==> config.mk <==
export PLATFORM = sky130hd
export DESIGN_NAME = acc_path_ctrl
export DESIGN_NICKNAME = d
export VERILOG_FILES = /design/src/hdl/acc_path_ctrl.v
export VERILOG_INCLUDE_DIRS = /design/src /design/src/shared
export SDC_FILE = /design/constraint.sdc
export NUM_CORES = 1
export LEC_CHECK = 0
export BUFFER_PORTS_ARGS = -buffer_cell sky130_fd_sc_hd__buf_4
export CELL_PAD_IN_SITES_DETAIL_PLACEMENT = 1
export CELL_PAD_IN_SITES_GLOBAL_PLACEMENT = 2
export CORE_MARGIN = 2
export CORE_UTILIZATION = 37
export DETAILED_ROUTE_END_ITERATION = 12
export PLACE_DENSITY = 0.89
export SLEW_MARGIN = 40
export SYNTH_ARGS = -nofsm -noshare
export SYNTH_HDL_FRONTEND = slang
export SYNTH_SLANG_ARGS = --single-unit
==> constraint.sdc <==
create_clock -name sys_clk -period 11.7 [get_ports sys_clk]
set_clock_uncertainty 0.2 [all_clocks]
set_input_delay 1.755 -clock sys_clk [delete_from_list [all_inputs] [get_ports sys_clk]]
set_output_delay 1.755 -clock sys_clk [all_outputs]
set_load 0.01 [all_outputs]
==> src/shared/acc_defines.vh <==
// Constants for the converter clock and channel path control block
// What this block does
// - Word tagged 0101 is the clock word; tagged 0110 is the channel word.
// - Clock word bits 27 and 26 pick input converter clocks; 1 is external.
// - Bit 25 picks output converter clock, bit 24 logic clock; 1 external.
// - Input synthesizer divider code is bits 23..21, multiplier bits 20..12.
// - Output synthesizer divider code is bits 11..9, multiplier bits 8..0.
// - Divider codes 0..7 mean 1, 1.5, 2, 3, 4, 6, 8, 12.
// - Channel word: second decimation bits 24..20, first bits 16..12.
// - Factor 0 passes all; factor k drops one of each k+1 samples.
// - Channel word bit 8 enables the external trigger.
// - Channel word bit 9 sets trigger polarity; 1 is active high.
// - Source select bits 6..4 first, 2..0 second; 000 disables.
// - Select 001 sends a 16-bit counter on the channel clock.
// - Select 010 sends 14-bit samples sign-extended to 16 bits.
// - Select 011 sends samples with the top bit inverted.
// - Global reset word resets both words, the trigger latch, path counters and data; synchronizers and trigger level keep.
`ifndef ACC_DEFINES_VH
`define ACC_DEFINES_VH
`define ACC_TAG_MSB 31
`define ACC_TAG_LSB 28
`define ACC_TAG_CLOCK 4'h5
`define ACC_TAG_CHAN 4'h6
`define ACC_TAG_GRST 4'hd
`define ACC_REG_CLOCK 4'h5
`define ACC_REG_CHAN 4'h6
`define ACC_REG_STATUS 4'h8
`define ACC_CLOCK_RESET 32'h5f000000
`define ACC_CHAN_RESET 32'h60000000
`define ACC_CLK_SEL_A 27
`define ACC_CLK_SEL_B 26
`define ACC_CLK_SEL_DAC 25
`define ACC_CLK_SEL_LOGIC 24
`define ACC_ADC_N_MSB 23
`define ACC_ADC_N_LSB 21
`define ACC_ADC_M_MSB 20
`define ACC_ADC_M_LSB 12
`define ACC_DAC_N_MSB 11
`define ACC_DAC_N_LSB 9
`define ACC_DAC_M_MSB 8
`define ACC_DAC_M_LSB 0
`define ACC_DEC_B_LSB 20
`define ACC_DEC_A_LSB 12
`define ACC_TRIG_EN 8
`define ACC_TRIG_POL 9
`define ACC_SEL_A_LSB 4
`define ACC_SEL_B_LSB 0
`define ACC_SEL_OFF 3'h0
`define ACC_SEL_COUNT 3'h1
`define ACC_SEL_TWOS 3'h2
`define ACC_SEL_OFFBIN 3'h3
`endif

==> src/hdl/acc_path_ctrl.v <==
// Clock routing, synthesizer settings and converter channel path control
`timescale 1ns/1ps
`include "acc_defines.vh"
module acc_path_ctrl #(
  parameter SAMPLE_W = 14,
  parameter OUT_W = 16,
  parameter DEC_W = 5
) (
  input wire sys_clk,
  input wire reset,
  input wire [3:0] reg_addr,
  input wire [31:0] reg_wdata,
  input wire reg_wr,
  input wire reg_rd,
  output reg [31:0] reg_rdata,
  output reg clk_sel_first_q,
  output reg clk_sel_second_q,
  output reg clk_sel_dac_q,
  output reg clk_sel_logic_q,
  output reg [2:0] adc_synth_n_q,
  output reg [8:0] adc_synth_m_q,
  output reg [4:0] adc_synth_div_x2_q,
  output reg [2:0] dac_synth_n_q,
  output reg [8:0] dac_synth_m_q,
  output reg [4:0] dac_synth_div_x2_q,
  input wire [1:0] conv_clk_pin,
  input wire [2*SAMPLE_W-1:0] conv_data_pin,
  input wire ext_trigger_pin,
  output reg [2*OUT_W-1:0] sample_bus_data_q,
  output reg [1:0] sample_bus_valid_q
);

  // Divide value times two, so that 1.5 stays an integer
  function [4:0] div_x2;
    input [2:0] code;
    begin
      case (code)
        3'h0: div_x2 = 5'h02;
        3'h1: div_x2 = 5'h03;
        3'h2: div_x2 = 5'h04;
        3'h3: div_x2 = 5'h06;
        3'h4: div_x2 = 5'h08;
        3'h5: div_x2 = 5'h0c;
        3'h6: div_x2 = 5'h10;
        default: div_x2 = 5'h18;
      endcase
    end
  endfunction

  reg [31:0] clock_word_q;
  reg [31:0] chan_word_q;
  reg soft_rst_q;
  reg trig_seen_q;
  reg [2:0] trig_sync_q;
  reg trig_lvl_q;
  wire [3:0] wr_tag;
  wire trig_active;
  wire [2:0] sel_vec [0:1];
  wire [DEC_W-1:0] dec_vec [0:1];

  assign wr_tag = reg_wdata[`ACC_TAG_MSB:`ACC_TAG_LSB];
  assign sel_vec[0] = chan_word_q[`ACC_SEL_A_LSB+2:`ACC_SEL_A_LSB];
  assign sel_vec[1] = chan_word_q[`ACC_SEL_B_LSB+2:`ACC_SEL_B_LSB];
  assign dec_vec[0] = chan_word_q[`ACC_DEC_A_LSB+DEC_W-1:`ACC_DEC_A_LSB];
  assign dec_vec[1] = chan_word_q[`ACC_DEC_B_LSB+DEC_W-1:`ACC_DEC_B_LSB];
  // Filtered level equals programmed polarity
  assign trig_active = (trig_lvl_q == chan_word_q[`ACC_TRIG_POL]);

  // Control words, decoded by their tag nibble whatever the address
  always @(posedge sys_clk or posedge reset) begin
    if (reset) begin
      clock_word_q <= `ACC_CLOCK_RESET;
      chan_word_q <= `ACC_CHAN_RESET;
      soft_rst_q <= 1'b0;
    end else if (soft_rst_q) begin
      // One-cycle pulse clears both words, a write in that cycle is lost
      clock_word_q <= `ACC_CLOCK_RESET;
      chan_word_q <= `ACC_CHAN_RESET;
      soft_rst_q <= 1'b0;
    end else begin
      soft_rst_q <= reg_wr && (wr_tag == `ACC_TAG_GRST);
      if (reg_wr && wr_tag == `ACC_TAG_CLOCK) begin
        clock_word_q <= reg_wdata;
      end
      if (reg_wr && wr_tag == `ACC_TAG_CHAN) begin
        chan_word_q <= reg_wdata;
      end
    end
  end

  // Clock routing and synthesizer fields, registered straight out
  always @(posedge sys_clk or posedge reset) begin
    if (reset) begin
      clk_sel_first_q <= 1'b1;
      clk_sel_second_q <= 1'b1;
      clk_sel_dac_q <= 1'b1;
      clk_sel_logic_q <= 1'b1;
      adc_synth_n_q <= 3'h0;
      adc_synth_m_q <= 9'h000;
      adc_synth_div_x2_q <= 5'h02;
      dac_synth_n_q <= 3'h0;
      dac_synth_m_q <= 9'h000;
      dac_synth_div_x2_q <= 5'h02;
    end else begin
      clk_sel_first_q <= clock_word_q[`ACC_CLK_SEL_A];
      clk_sel_second_q <= clock_word_q[`ACC_CLK_SEL_B];
      clk_sel_dac_q <= clock_word_q[`ACC_CLK_SEL_DAC];
      // Logic clock follows its own bit; host keeps it equal to bit 25
      clk_sel_logic_q <= clock_word_q[`ACC_CLK_SEL_LOGIC];
      adc_synth_n_q <= clock_word_q[`ACC_ADC_N_MSB:`ACC_ADC_N_LSB];
      adc_synth_m_q <= clock_word_q[`ACC_ADC_M_MSB:`ACC_ADC_M_LSB];
      adc_synth_div_x2_q <=
        div_x2(clock_word_q[`ACC_ADC_N_MSB:`ACC_ADC_N_LSB]);
      dac_synth_n_q <= clock_word_q[`ACC_DAC_N_MSB:`ACC_DAC_N_LSB];
      dac_synth_m_q <= clock_word_q[`ACC_DAC_M_MSB:`ACC_DAC_M_LSB];
      dac_synth_div_x2_q <=
        div_x2(clock_word_q[`ACC_DAC_N_MSB:`ACC_DAC_N_LSB]);
    end
  end

  // Trigger pin: three stages, level moves only when the last two agree
  always @(posedge sys_clk or posedge reset) begin
    if (reset) begin
      trig_sync_q <= 3'h0;
      trig_lvl_q <= 1'b0;
      trig_seen_q <= 1'b0;
    end else begin
      trig_sync_q <= {trig_sync_q[1:0], ext_trigger_pin};
      if (trig_sync_q[1] == trig_sync_q[2]) begin
        trig_lvl_q <= trig_sync_q[2];
      end
      // Latched until the channel word is rewritten or reset
      if (soft_rst_q || (reg_wr && wr_tag == `ACC_TAG_CHAN)) begin
        trig_seen_q <= 1'b0;
      end else if (chan_word_q[`ACC_TRIG_EN] && trig_active) begin
        trig_seen_q <= 1'b1;
      end
    end
  end

  // Read port: stored words and a status word, data one cycle later
  always @(posedge sys_clk or posedge reset) begin
    if (reset) begin
      reg_rdata <= 32'h00000000;
    end else if (reg_rd) begin
      case (reg_addr)
        `ACC_REG_CLOCK: reg_rdata <= clock_word_q;
        `ACC_REG_CHAN: reg_rdata <= chan_word_q;
        `ACC_REG_STATUS: reg_rdata <= {29'h0, trig_lvl_q, trig_seen_q,
                                       trig_active};
        default: reg_rdata <= 32'h00000000;
      endcase
    end else begin
      reg_rdata <= 32'h00000000;
    end
  end

  // One sample path per converter
  genvar ch;
  generate
    for (ch = 0; ch < 2; ch = ch + 1) begin : g_chan
      reg [2:0] clk_sync_q;
      reg clk_lvl_q;
      reg [SAMPLE_W-1:0] dat_s1_q;
      reg [SAMPLE_W-1:0] dat_s2_q;
      reg [SAMPLE_W-1:0] dat_s3_q;
      reg [OUT_W-1:0] count_q;
      reg [DEC_W-1:0] dec_cnt_q;
      reg [OUT_W-1:0] fmt;
      wire conv_edge;
      wire drop;
      wire gate_open;

      // Rising converter clock seen once the last two stages agree high
      assign conv_edge = clk_sync_q[1] & clk_sync_q[2] & ~clk_lvl_q;
      // Drop the last of each group of k+1 samples
      assign drop = (dec_vec[ch] != {DEC_W{1'b0}}) &&
                    (dec_cnt_q == dec_vec[ch]);
      assign gate_open = ~chan_word_q[`ACC_TRIG_EN] |
                         trig_seen_q;

      // Format selection
      always @* begin
        case (sel_vec[ch])
          `ACC_SEL_COUNT: fmt = count_q;
          `ACC_SEL_TWOS: fmt = {{(OUT_W-SAMPLE_W){dat_s3_q[SAMPLE_W-1]}},
                                dat_s3_q};
          `ACC_SEL_OFFBIN: fmt = {{(OUT_W-SAMPLE_W){1'b0}},
                                  ~dat_s3_q[SAMPLE_W-1],
                                  dat_s3_q[SAMPLE_W-2:0]};
          default: fmt = {OUT_W{1'b0}};
        endcase
      end

      always @(posedge sys_clk or posedge reset) begin
        if (reset) begin
          clk_sync_q <= 3'h0;
          clk_lvl_q <= 1'b0;
          dat_s1_q <= {SAMPLE_W{1'b0}};
          dat_s2_q <= {SAMPLE_W{1'b0}};
          dat_s3_q <= {SAMPLE_W{1'b0}};
          count_q <= {OUT_W{1'b0}};
          dec_cnt_q <= {DEC_W{1'b0}};
          sample_bus_data_q[ch*OUT_W +: OUT_W] <= {OUT_W{1'b0}};
          sample_bus_valid_q[ch] <= 1'b0;
        end else begin
          clk_sync_q <= {clk_sync_q[1:0], conv_clk_pin[ch]};
          if (clk_sync_q[1] == clk_sync_q[2]) begin
            clk_lvl_q <= clk_sync_q[2];
          end
          // Data delayed as long as the clock, so edge and word line up
          dat_s1_q <= conv_data_pin[ch*SAMPLE_W +: SAMPLE_W];
          dat_s2_q <= dat_s1_q;
          dat_s3_q <= dat_s2_q;
          sample_bus_valid_q[ch] <= 1'b0;
          if (soft_rst_q) begin
            count_q <= {OUT_W{1'b0}};
            dec_cnt_q <= {DEC_W{1'b0}};
            sample_bus_data_q[ch*OUT_W +: OUT_W] <= {OUT_W{1'b0}};
          end else if (conv_edge) begin
            count_q <= count_q + 1'b1;
            if (dec_vec[ch] == {DEC_W{1'b0}} || drop) begin
              dec_cnt_q <= {DEC_W{1'b0}};
            end else begin
              dec_cnt_q <= dec_cnt_q + 1'b1;
            end
            if (sel_vec[ch] != `ACC_SEL_OFF && !drop && gate_open) begin
              sample_bus_data_q[ch*OUT_W +: OUT_W] <= fmt;
              sample_bus_valid_q[ch] <= 1'b1;
            end
          end
        end
      end
    end
  endgenerate

endmodule // acc_path_ctrl

==> impl_metrics.prom, run 1 <==
# TYPE chip_impl_metric gauge
chip_impl_metric{name="worstMarginPinSlew",unit="ns"} 0.808
chip_impl_info{name="cp_slowest_cell",value="sky130_fd_sc_hd__dfstp_2"} 1
chip_impl_metric{name="critical_path_buf_inv_count",unit=""} 1
chip_impl_metric{name="place.detailed.hpwl",unit="um"} 18000
chip_impl_metric{name="die_area",unit="um^2"} 32600
chip_impl_info{name="commonest_cells_after_routing_fill_and_taps_aside",value="sky130_fd_sc_hd__dfrtp_1 (293), sky130_fd_sc_hd__nand2_1 (194), sky130_fd_sc_hd__buf_4 (179)"} 1
chip_impl_info{name="rsz0062_at_grt",value="false"} 1
chip_impl_metric{name="vias",unit=""} 7976
chip_impl_metric{name="wire_length_of_the_first_global_routing_pass",unit="um"} 47600
chip_impl_metric{name="initial_antenna_violation_count",unit=""} 1
chip_impl_info{name="synth.area.top_cells",value="sky130_fd_sc_hd__dfrtp_1 (64%), sky130_fd_sc_hd__nand2_1 (6.3%), sky130_fd_sc_hd__dfstp_2 (3.2%)"} 1
chip_impl_metric{name="cts.htree.levels",unit=""} 2
chip_impl_metric{name="routed_via_density",unit=""} 5.10
chip_impl_info{name="cp_top_family",value="flip-flops"} 1
chip_impl_metric{name="routed_wirelength",unit="um"} 28600
chip_impl_metric{name="worst_skew_pair.late_latency",unit="ns"} 0.50
chip_impl_metric{name="firstDrtPassIters",unit=""} 4
chip_impl_metric{name="yosysWarningCount",unit=""} 0
chip_impl_info{name="postSynth.topFlopCell",value="sky130_fd_sc_hd__dfrtp_1"} 1
chip_impl_metric{name="nFillCells",unit=""} 3255
chip_impl_info{name="cts_tree",value="yes"} 1
chip_impl_metric{name="synth_enable_flop_cells",unit=""} 0
chip_impl_metric{name="worst_ir_drop_vdd",unit="mV"} 0.0951
chip_impl_metric{name="layout-area-overhead-vs-synth",unit="%"} 25.3
chip_impl_metric{name="final_max_slew_viol_count",unit=""} 0
chip_impl_metric{name="synth.yosys.seq_area_share",unit="%"} 67.0
chip_impl_metric{name="ys_types",unit=""} 48
chip_impl_metric{name="post_cts_hold_buffer_count",unit=""} 0
chip_impl_metric{name="cts_inserted_buffers",unit=""} 35
chip_impl_metric{name="postCtsResizedCells",unit=""} 0
chip_impl_metric{name="gpl.final_weighted_congestion",unit=""} 0.745
chip_impl_metric{name="synth_cells",unit=""} 973
chip_impl_metric{name="total_of_flip_flops_plus_latches_after_synthesis",unit=""} 308
chip_impl_metric{name="ant_nets",unit=""} 0
chip_impl_metric{name="synth-async-reset-ratio",unit="%"} 100
chip_impl_metric{name="setup_viol",unit=""} 0
chip_impl_metric{name="maxCapViolations",unit=""} 0
chip_impl_metric{name="final.period_utilization",unit="%"} 26.4
chip_impl_metric{name="syn-cell-area",unit="um^2"} 11500
chip_impl_metric{name="route.detailed.drc",unit=""} 0
chip_impl_metric{name="pwr_density_cell",unit="nW/um^2"} 192
chip_impl_metric{name="timing.hold.ws",unit="ns"} 0.145
chip_impl_metric{name="clock_tree.buffer_depth",unit=""} 3
chip_impl_metric{name="fp.dieH",unit="um"} 181
chip_impl_info{name="crit_chain",value="buf_4"} 1
chip_impl_metric{name="post_cts_setup_buffers",unit=""} 0
chip_impl_info{name="worst_hold_path_type",value="reg -> reg"} 1
chip_impl_metric{name="sequential_cell_area",unit="um^2"} 7730
chip_impl_metric{name="numClockSinks",unit=""} 308
chip_impl_info{name="synth_top_area_cell",value="sky130_fd_sc_hd__dfrtp_1"} 1
chip_impl_metric{name="p_leak",unit="uW"} 0.00676
chip_impl_metric{name="arrival",unit="ns"} 1.13
chip_impl_info{name="setup.worst_path.start_class",value="register"} 1
chip_impl_metric{name="grt.total_usage",unit="%"} 18.0
chip_impl_metric{name="row_count",unit=""} 64
chip_impl_metric{name="syn_nets",unit=""} 1050
chip_impl_metric{name="slew-limit-headroom",unit="%"} 45.9
chip_impl_metric{name="finish.net_count",unit=""} 1218
chip_impl_metric{name="die_width",unit="um"} 181
chip_impl_info{name="clock-root-buffer",value="sky130_fd_sc_hd__clkbuf_16"} 1
chip_impl_metric{name="fp.coreArea",unit="um^2"} 30700
chip_impl_metric{name="share_of_cells_above_drive_strength_1",unit="%"} 23.6
chip_impl_info{name="layout.cells.most_common",value="sky130_fd_sc_hd__dfrtp_1"} 1
chip_impl_metric{name="critPathMaxStageDelay",unit="ns"} 0.52
chip_impl_metric{name="detail_route.iter0.violations",unit=""} 332
chip_impl_info{name="path_class",value="reg -> out"} 1
chip_impl_metric{name="starting_density_of_the_core",unit="%"} 37.6
chip_impl_info{name="nature_of_the_critical_path_endpoint",value="output port"} 1
chip_impl_metric{name="max_clock_freq",unit="MHz"} 324
chip_impl_metric{name="multi_input_area",unit="um^2"} 3600
chip_impl_metric{name="cp_max_fo",unit=""} 1
chip_impl_metric{name="worst_setup_hold_path_clk_slew",unit="ns"} 0.06
chip_impl_metric{name="io_buffers",unit=""} 174
chip_impl_metric{name="timing.setup.tns",unit="ns"} 0
chip_impl_metric{name="globalRouteOverflowTotal",unit=""} 0
chip_impl_metric{name="ioPinCount",unit=""} 175
chip_impl_info{name="run_status",value="completed"} 1
chip_impl_metric{name="yosysTopAreaCellShare",unit="%"} 63.8
chip_impl_metric{name="worst-endpoint-required",unit="ns"} 9.75
chip_impl_metric{name="routed_wire_length_per_instance",unit="um"} 18.3
chip_impl_metric{name="report.final.hold_viol_count",unit=""} 0
chip_impl_metric{name="grt_max_degree",unit=""} 133
chip_impl_metric{name="synth_area_per_cell",unit="um^2"} 11.9
chip_impl_metric{name="grt_pass1_vias",unit=""} 8739
chip_impl_metric{name="final_period_minus_worst_setup_slack",unit="ns"} 3.08
Yosys cell counts (3+ instances only):
master,instances
sky130_fd_sc_hd__a21boi_0,4
sky130_fd_sc_hd__a21oi_1,70
sky130_fd_sc_hd__a22o_1,26
sky130_fd_sc_hd__a22oi_1,30
sky130_fd_sc_hd__and3_1,8
sky130_fd_sc_hd__and4_1,3
sky130_fd_sc_hd__clkbuf_1,45
sky130_fd_sc_hd__dfrtp_1,294
sky130_fd_sc_hd__dfstp_2,14
sky130_fd_sc_hd__ha_1,6
sky130_fd_sc_hd__inv_1,10
sky130_fd_sc_hd__mux2_2,7
sky130_fd_sc_hd__mux2i_1,27
sky130_fd_sc_hd__nand2_1,194
sky130_fd_sc_hd__nand2b_1,4
sky130_fd_sc_hd__nand3_1,18
sky130_fd_sc_hd__nand4_1,15
sky130_fd_sc_hd__nand4b_1,3
sky130_fd_sc_hd__nor2_1,30
sky130_fd_sc_hd__nor2b_1,41
sky130_fd_sc_hd__nor3_1,15
sky130_fd_sc_hd__nor4_1,4
sky130_fd_sc_hd__o211ai_1,4
sky130_fd_sc_hd__o21ai_0,17
sky130_fd_sc_hd__or3_1,10
sky130_fd_sc_hd__xnor2_1,22
sky130_fd_sc_hd__xor2_1,16
layout make-up:
class | instances | area share (%)
sequential | 308 | 53.5
multi-input combinational | 605 | 24.9
timing repair buffer | 181 | 9.63
clock buffer | 55 | 7.64
tap | 396 | 3.43
clock inverter | 7 | 0.589
inverter | 10 | 0.346
antenna | 1 | 0.0173
power breakdown:
group	switching [uW]	internal, uW	leakage (uW)
logic	187	172	0.00223
clock network	420	690	0.000591
registers	111	1190	0.00394
total	717	2050	0.00676
metal layers:
layer	GRT usage, %	wire length (um)	up-vias
li1	-	-	3666
met1	24.5	13000	4094
met3	3.70	1420	42
met5	0	0	-
met4	4.52	533	0
met2	29.7	13700	174
through the flow:
step | area [um^2] | total power [uW] | utilization [%] | instances | setup WS (ns)
floorplan | 11500 | 1500 | - | 973 | 1.25
global placement | 13200 | 1660 | 43.1 | 1499 | 7.91
CTS | 14400 | 2810 | 47.1 | 1562 | 8.59
global route | 14500 | 2900 | 47.1 | 1562 | 8.58
finish | 14500 | 2770 | 47.1 | 1563 | 8.62
detailed placement | 13300 | 1680 | 43.2 | 1500 | 8.15
registers in the layout, summed over array words and instances, names as in the netlist, 2 cells and up:
signal / count
g_chan.clk_sync_q: 6
trig_sync_q: 3
g_chan.dat_s3_q: 28
reg_rdata: 32
g_chan.clk_lvl_q: 2
sample_bus_data_q: 32
adc_synth_div_x2_q: 5
g_chan.dat_s2_q: 28
adc_synth_m_q: 9
chan_word_q: 32
g_chan.count_q: 32
dac_synth_n_q: 3
g_chan.dat_s1_q: 28
adc_synth_n_q: 3
dac_synth_m_q: 9
dac_synth_div_x2_q: 5
sample_bus_valid_q: 2
clock_word_q: 32
g_chan.dec_cnt_q: 10
final timing paths:
path,startpoint,endpoint,slack (ns),depth (start not counted)
max in group asynchronous,reset,adc_synth_div_x2_q[1],8.85,4
min in group asynchronous,reset,g_chan[0].dat_s1_q[1],1.12,2
setup / recovery,clk_sel_first_q,clk_sel_first_q,8.62,1
hold reg to reg,g_chan[1].dat_s2_q[6],g_chan[1].dat_s3_q[6],0.15,0
hold / removal,g_chan[1].dat_s2_q[6],g_chan[1].dat_s3_q[6],0.15,0
setup reg to reg,soft_rst_q,g_chan[1].dec_cnt_q[4],9.24,5
cell families after synthesis:
logic type / Yosys count / share of synthesized area [%]
buffers and inverters: 60 / 2.09
adder cells (fa/ha/maj): 7 / 0.737
XOR/XNOR: 38 / 2.88
flip-flops: 308 / 67.0
AND/OR/NAND/NOR: 360 / 14.8
AO/OA/AOI/OAI: 166 / 9.51
multiplexers: 34 / 3.03
Note: power is estimated with default switching activity, not from simulation.
==> inputs of run 2 (changes only) <==
Clock period 11.7 ns to 2.9 ns, I/O delays scaled along.
==> impl_metrics.prom, run 2 (synthesized netlist as in run 1, its figures left out) <==
# TYPE chip_impl_metric gauge
chip_impl_metric{name="post_cts_hold_buffer_count",unit=""} 60
chip_impl_metric{name="timing.setup.tns",unit="ns"} 0
chip_impl_metric{name="slew-limit-headroom",unit="%"} 49.0
chip_impl_metric{name="gpl.final_weighted_congestion",unit=""} 0.760
chip_impl_metric{name="finish.net_count",unit=""} 1295
chip_impl_info{name="cp_slowest_cell",value="sky130_fd_sc_hd__o21ai_4"} 1
chip_impl_metric{name="starting_density_of_the_core",unit="%"} 37.6
chip_impl_metric{name="placed_area",unit="um^2"} 13400
chip_impl_metric{name="fp.dieH",unit="um"} 181
chip_impl_metric{name="worst_setup_hold_path_clk_slew",unit="ns"} 0.06
chip_impl_info{name="layout.cells.most_common",value="sky130_fd_sc_hd__dfrtp_1"} 1
chip_impl_metric{name="grt_max_degree",unit=""} 91
chip_impl_metric{name="routed_via_density",unit=""} 5.09
chip_impl_metric{name="grt_pass1_vias",unit=""} 9113
chip_impl_metric{name="worst_slack",unit="ns"} 0.618
chip_impl_metric{name="numClockSinks",unit=""} 308
chip_impl_info{name="worst_hold_path_type",value="in -> reg"} 1
chip_impl_metric{name="postCtsResizedCells",unit=""} 0
chip_impl_metric{name="row_count",unit=""} 64
chip_impl_metric{name="setup_viol",unit=""} 0
chip_impl_metric{name="p_leak",unit="uW"} 0.00707
chip_impl_metric{name="share_of_cells_above_drive_strength_1",unit="%"} 22.8
chip_impl_info{name="commonest_cells_after_routing_fill_and_taps_aside",value="sky130_fd_sc_hd__dfrtp_1 (293), sky130_fd_sc_hd__nand2_1 (194), sky130_fd_sc_hd__buf_4 (193)"} 1
chip_impl_metric{name="critPathMaxStageDelay",unit="ns"} 0.67
chip_impl_metric{name="cts_inserted_buffers",unit=""} 35
chip_impl_metric{name="placedCellCount",unit=""} 1517
chip_impl_metric{name="max_clock_freq",unit="MHz"} 438
chip_impl_metric{name="post_cts_setup_buffers",unit=""} 0
chip_impl_metric{name="ant_nets",unit=""} 0
chip_impl_metric{name="final_period_minus_worst_setup_slack",unit="ns"} 2.28
chip_impl_info{name="cp_top_family",value="compound AO/OA/AOI/OAI gates"} 1
chip_impl_metric{name="worst_ir_drop_vdd",unit="mV"} 0.464
chip_impl_info{name="setup.worst_path.start_class",value="register"} 1
chip_impl_metric{name="timing.hold.ws",unit="ns"} 0.0768
chip_impl_metric{name="cts.htree.levels",unit=""} 2
chip_impl_metric{name="vias",unit=""} 8345
chip_impl_metric{name="fp.coreArea",unit="um^2"} 30700
chip_impl_metric{name="route.detailed.drc",unit=""} 0
chip_impl_metric{name="pwr_density_cell",unit="nW/um^2"} 743
chip_impl_info{name="path_class",value="reg -> reg"} 1
chip_impl_info{name="crit_chain",value="xnor2_1 > nand3_1 > o21ai_4 > mux2_2"} 1
chip_impl_metric{name="final.period_utilization",unit="%"} 78.7
chip_impl_metric{name="ioPinCount",unit=""} 175
chip_impl_metric{name="wire_length_of_the_first_global_routing_pass",unit="um"} 50100
chip_impl_metric{name="finish.instance_area",unit="um^2"} 15200
chip_impl_metric{name="die_width",unit="um"} 181
chip_impl_metric{name="arrival",unit="ns"} 2.47
chip_impl_metric{name="maxCapViolations",unit=""} 0
chip_impl_metric{name="worst-endpoint-required",unit="ns"} 3.09
chip_impl_info{name="cts_tree",value="yes"} 1
chip_impl_metric{name="io_buffers",unit=""} 174
chip_impl_metric{name="globalRouteOverflowTotal",unit=""} 0
chip_impl_info{name="rsz0062_at_grt",value="false"} 1
chip_impl_metric{name="routed_wirelength",unit="um"} 30300
chip_impl_metric{name="cp_max_fo",unit=""} 17
chip_impl_metric{name="firstDrtPassIters",unit=""} 4
chip_impl_metric{name="initial_antenna_violation_count",unit=""} 1
chip_impl_metric{name="worst_skew_pair.late_latency",unit="ns"} 0.51
chip_impl_metric{name="clock_tree.buffer_depth",unit=""} 3
chip_impl_metric{name="grt.total_usage",unit="%"} 19.0
chip_impl_metric{name="critical_path_buf_inv_count",unit=""} 0
chip_impl_metric{name="detail_route.iter0.violations",unit=""} 431
chip_impl_metric{name="routed_wire_length_per_instance",unit="um"} 18.5
chip_impl_info{name="clock-root-buffer",value="sky130_fd_sc_hd__clkbuf_16"} 1
chip_impl_metric{name="finalNonFillerCells",unit=""} 1640
chip_impl_metric{name="die_area",unit="um^2"} 32600
chip_impl_metric{name="layout-area-overhead-vs-synth",unit="%"} 31.4
chip_impl_metric{name="nFillCells",unit=""} 3209
chip_impl_metric{name="report.final.hold_viol_count",unit=""} 0
chip_impl_metric{name="final_max_slew_viol_count",unit=""} 0
chip_impl_metric{name="worstMarginPinSlew",unit="ns"} 0.765
chip_impl_metric{name="place.detailed.hpwl",unit="um"} 19500
chip_impl_metric{name="detailedPlace.worstSlack",unit="ns"} 0.630
chip_impl_info{name="nature_of_the_critical_path_endpoint",value="register"} 1
chip_impl_info{name="run_status",value="completed"} 1
==> run 2: worst paths after layout <==
kind	from	endpoint	slack, ns	cells past startpoint
hold reg to reg	g_chan[0].dat_s2_q[5]	g_chan[0].dat_s3_q[5]	0.14	0
min in group asynchronous	reset	g_chan[1].dat_s3_q[13]	0.28	3
max in group asynchronous	reset	adc_synth_div_x2_q[1]	1.43	4
setup reg to reg	g_chan[1].dec_cnt_q[2]	sample_bus_data_q[29]	0.62	4
setup / recovery	g_chan[1].dec_cnt_q[2]	sample_bus_data_q[29]	0.62	4
hold / removal	reg_wdata[31]	soft_rst_q	0.08	2
==> run 2: per-layer routing <==
metal	vias to the layer above	global-route usage (%)	part of all wire (%)
met2	186	32.2	48
li1	3816	-	-
met5	-	0	0
met3	44	3.94	5.0
met1	4299	25.1	45
met4	0	4.68	1.9
==> run 2: layout make-up <==
type | count | area, um^2 | share of cell area (%)
sequential | 308 | 7730 | 51.0
antenna | 1 | 2.50 | 0.0165
timing repair buffer | 258 | 2150 | 14.2
clock buffer | 57 | 1060 | 6.98
multi-input combinational | 605 | 3580 | 23.6
tap | 396 | 495 | 3.27
inverter | 10 | 41.3 | 0.272
clock inverter | 5 | 104 | 0.685
==> run 2: worst register-to-register path, stage by stage, from the launching register on <==
cell and delay (ns):
sky130_fd_sc_hd__dfrtp_1 0.46, sky130_fd_sc_hd__xnor2_1 0.18, sky130_fd_sc_hd__nand3_1 0.23, sky130_fd_sc_hd__o21ai_4 0.68
sky130_fd_sc_hd__mux2_2 0.42
==> run 2: through the flow <==
stage	util, %	total power (uW)
after floorplan	-	6070
after global placement	43.7	6750
after detailed placement	43.7	6840
after CTS	49.4	11400
after global routing	49.4	11800
final	49.4	11300
==> run 2: power breakdown <==
| group | internal [uW] | switching [uW] | leakage, uW | total, uW |
|---|---|---|---|---|
| logic | 768 | 810 | 0.00257 | 1580 |
| registers | 4800 | 428 | 0.00394 | 5230 |
| clock network | 2750 | 1700 | 0.000568 | 4450 |
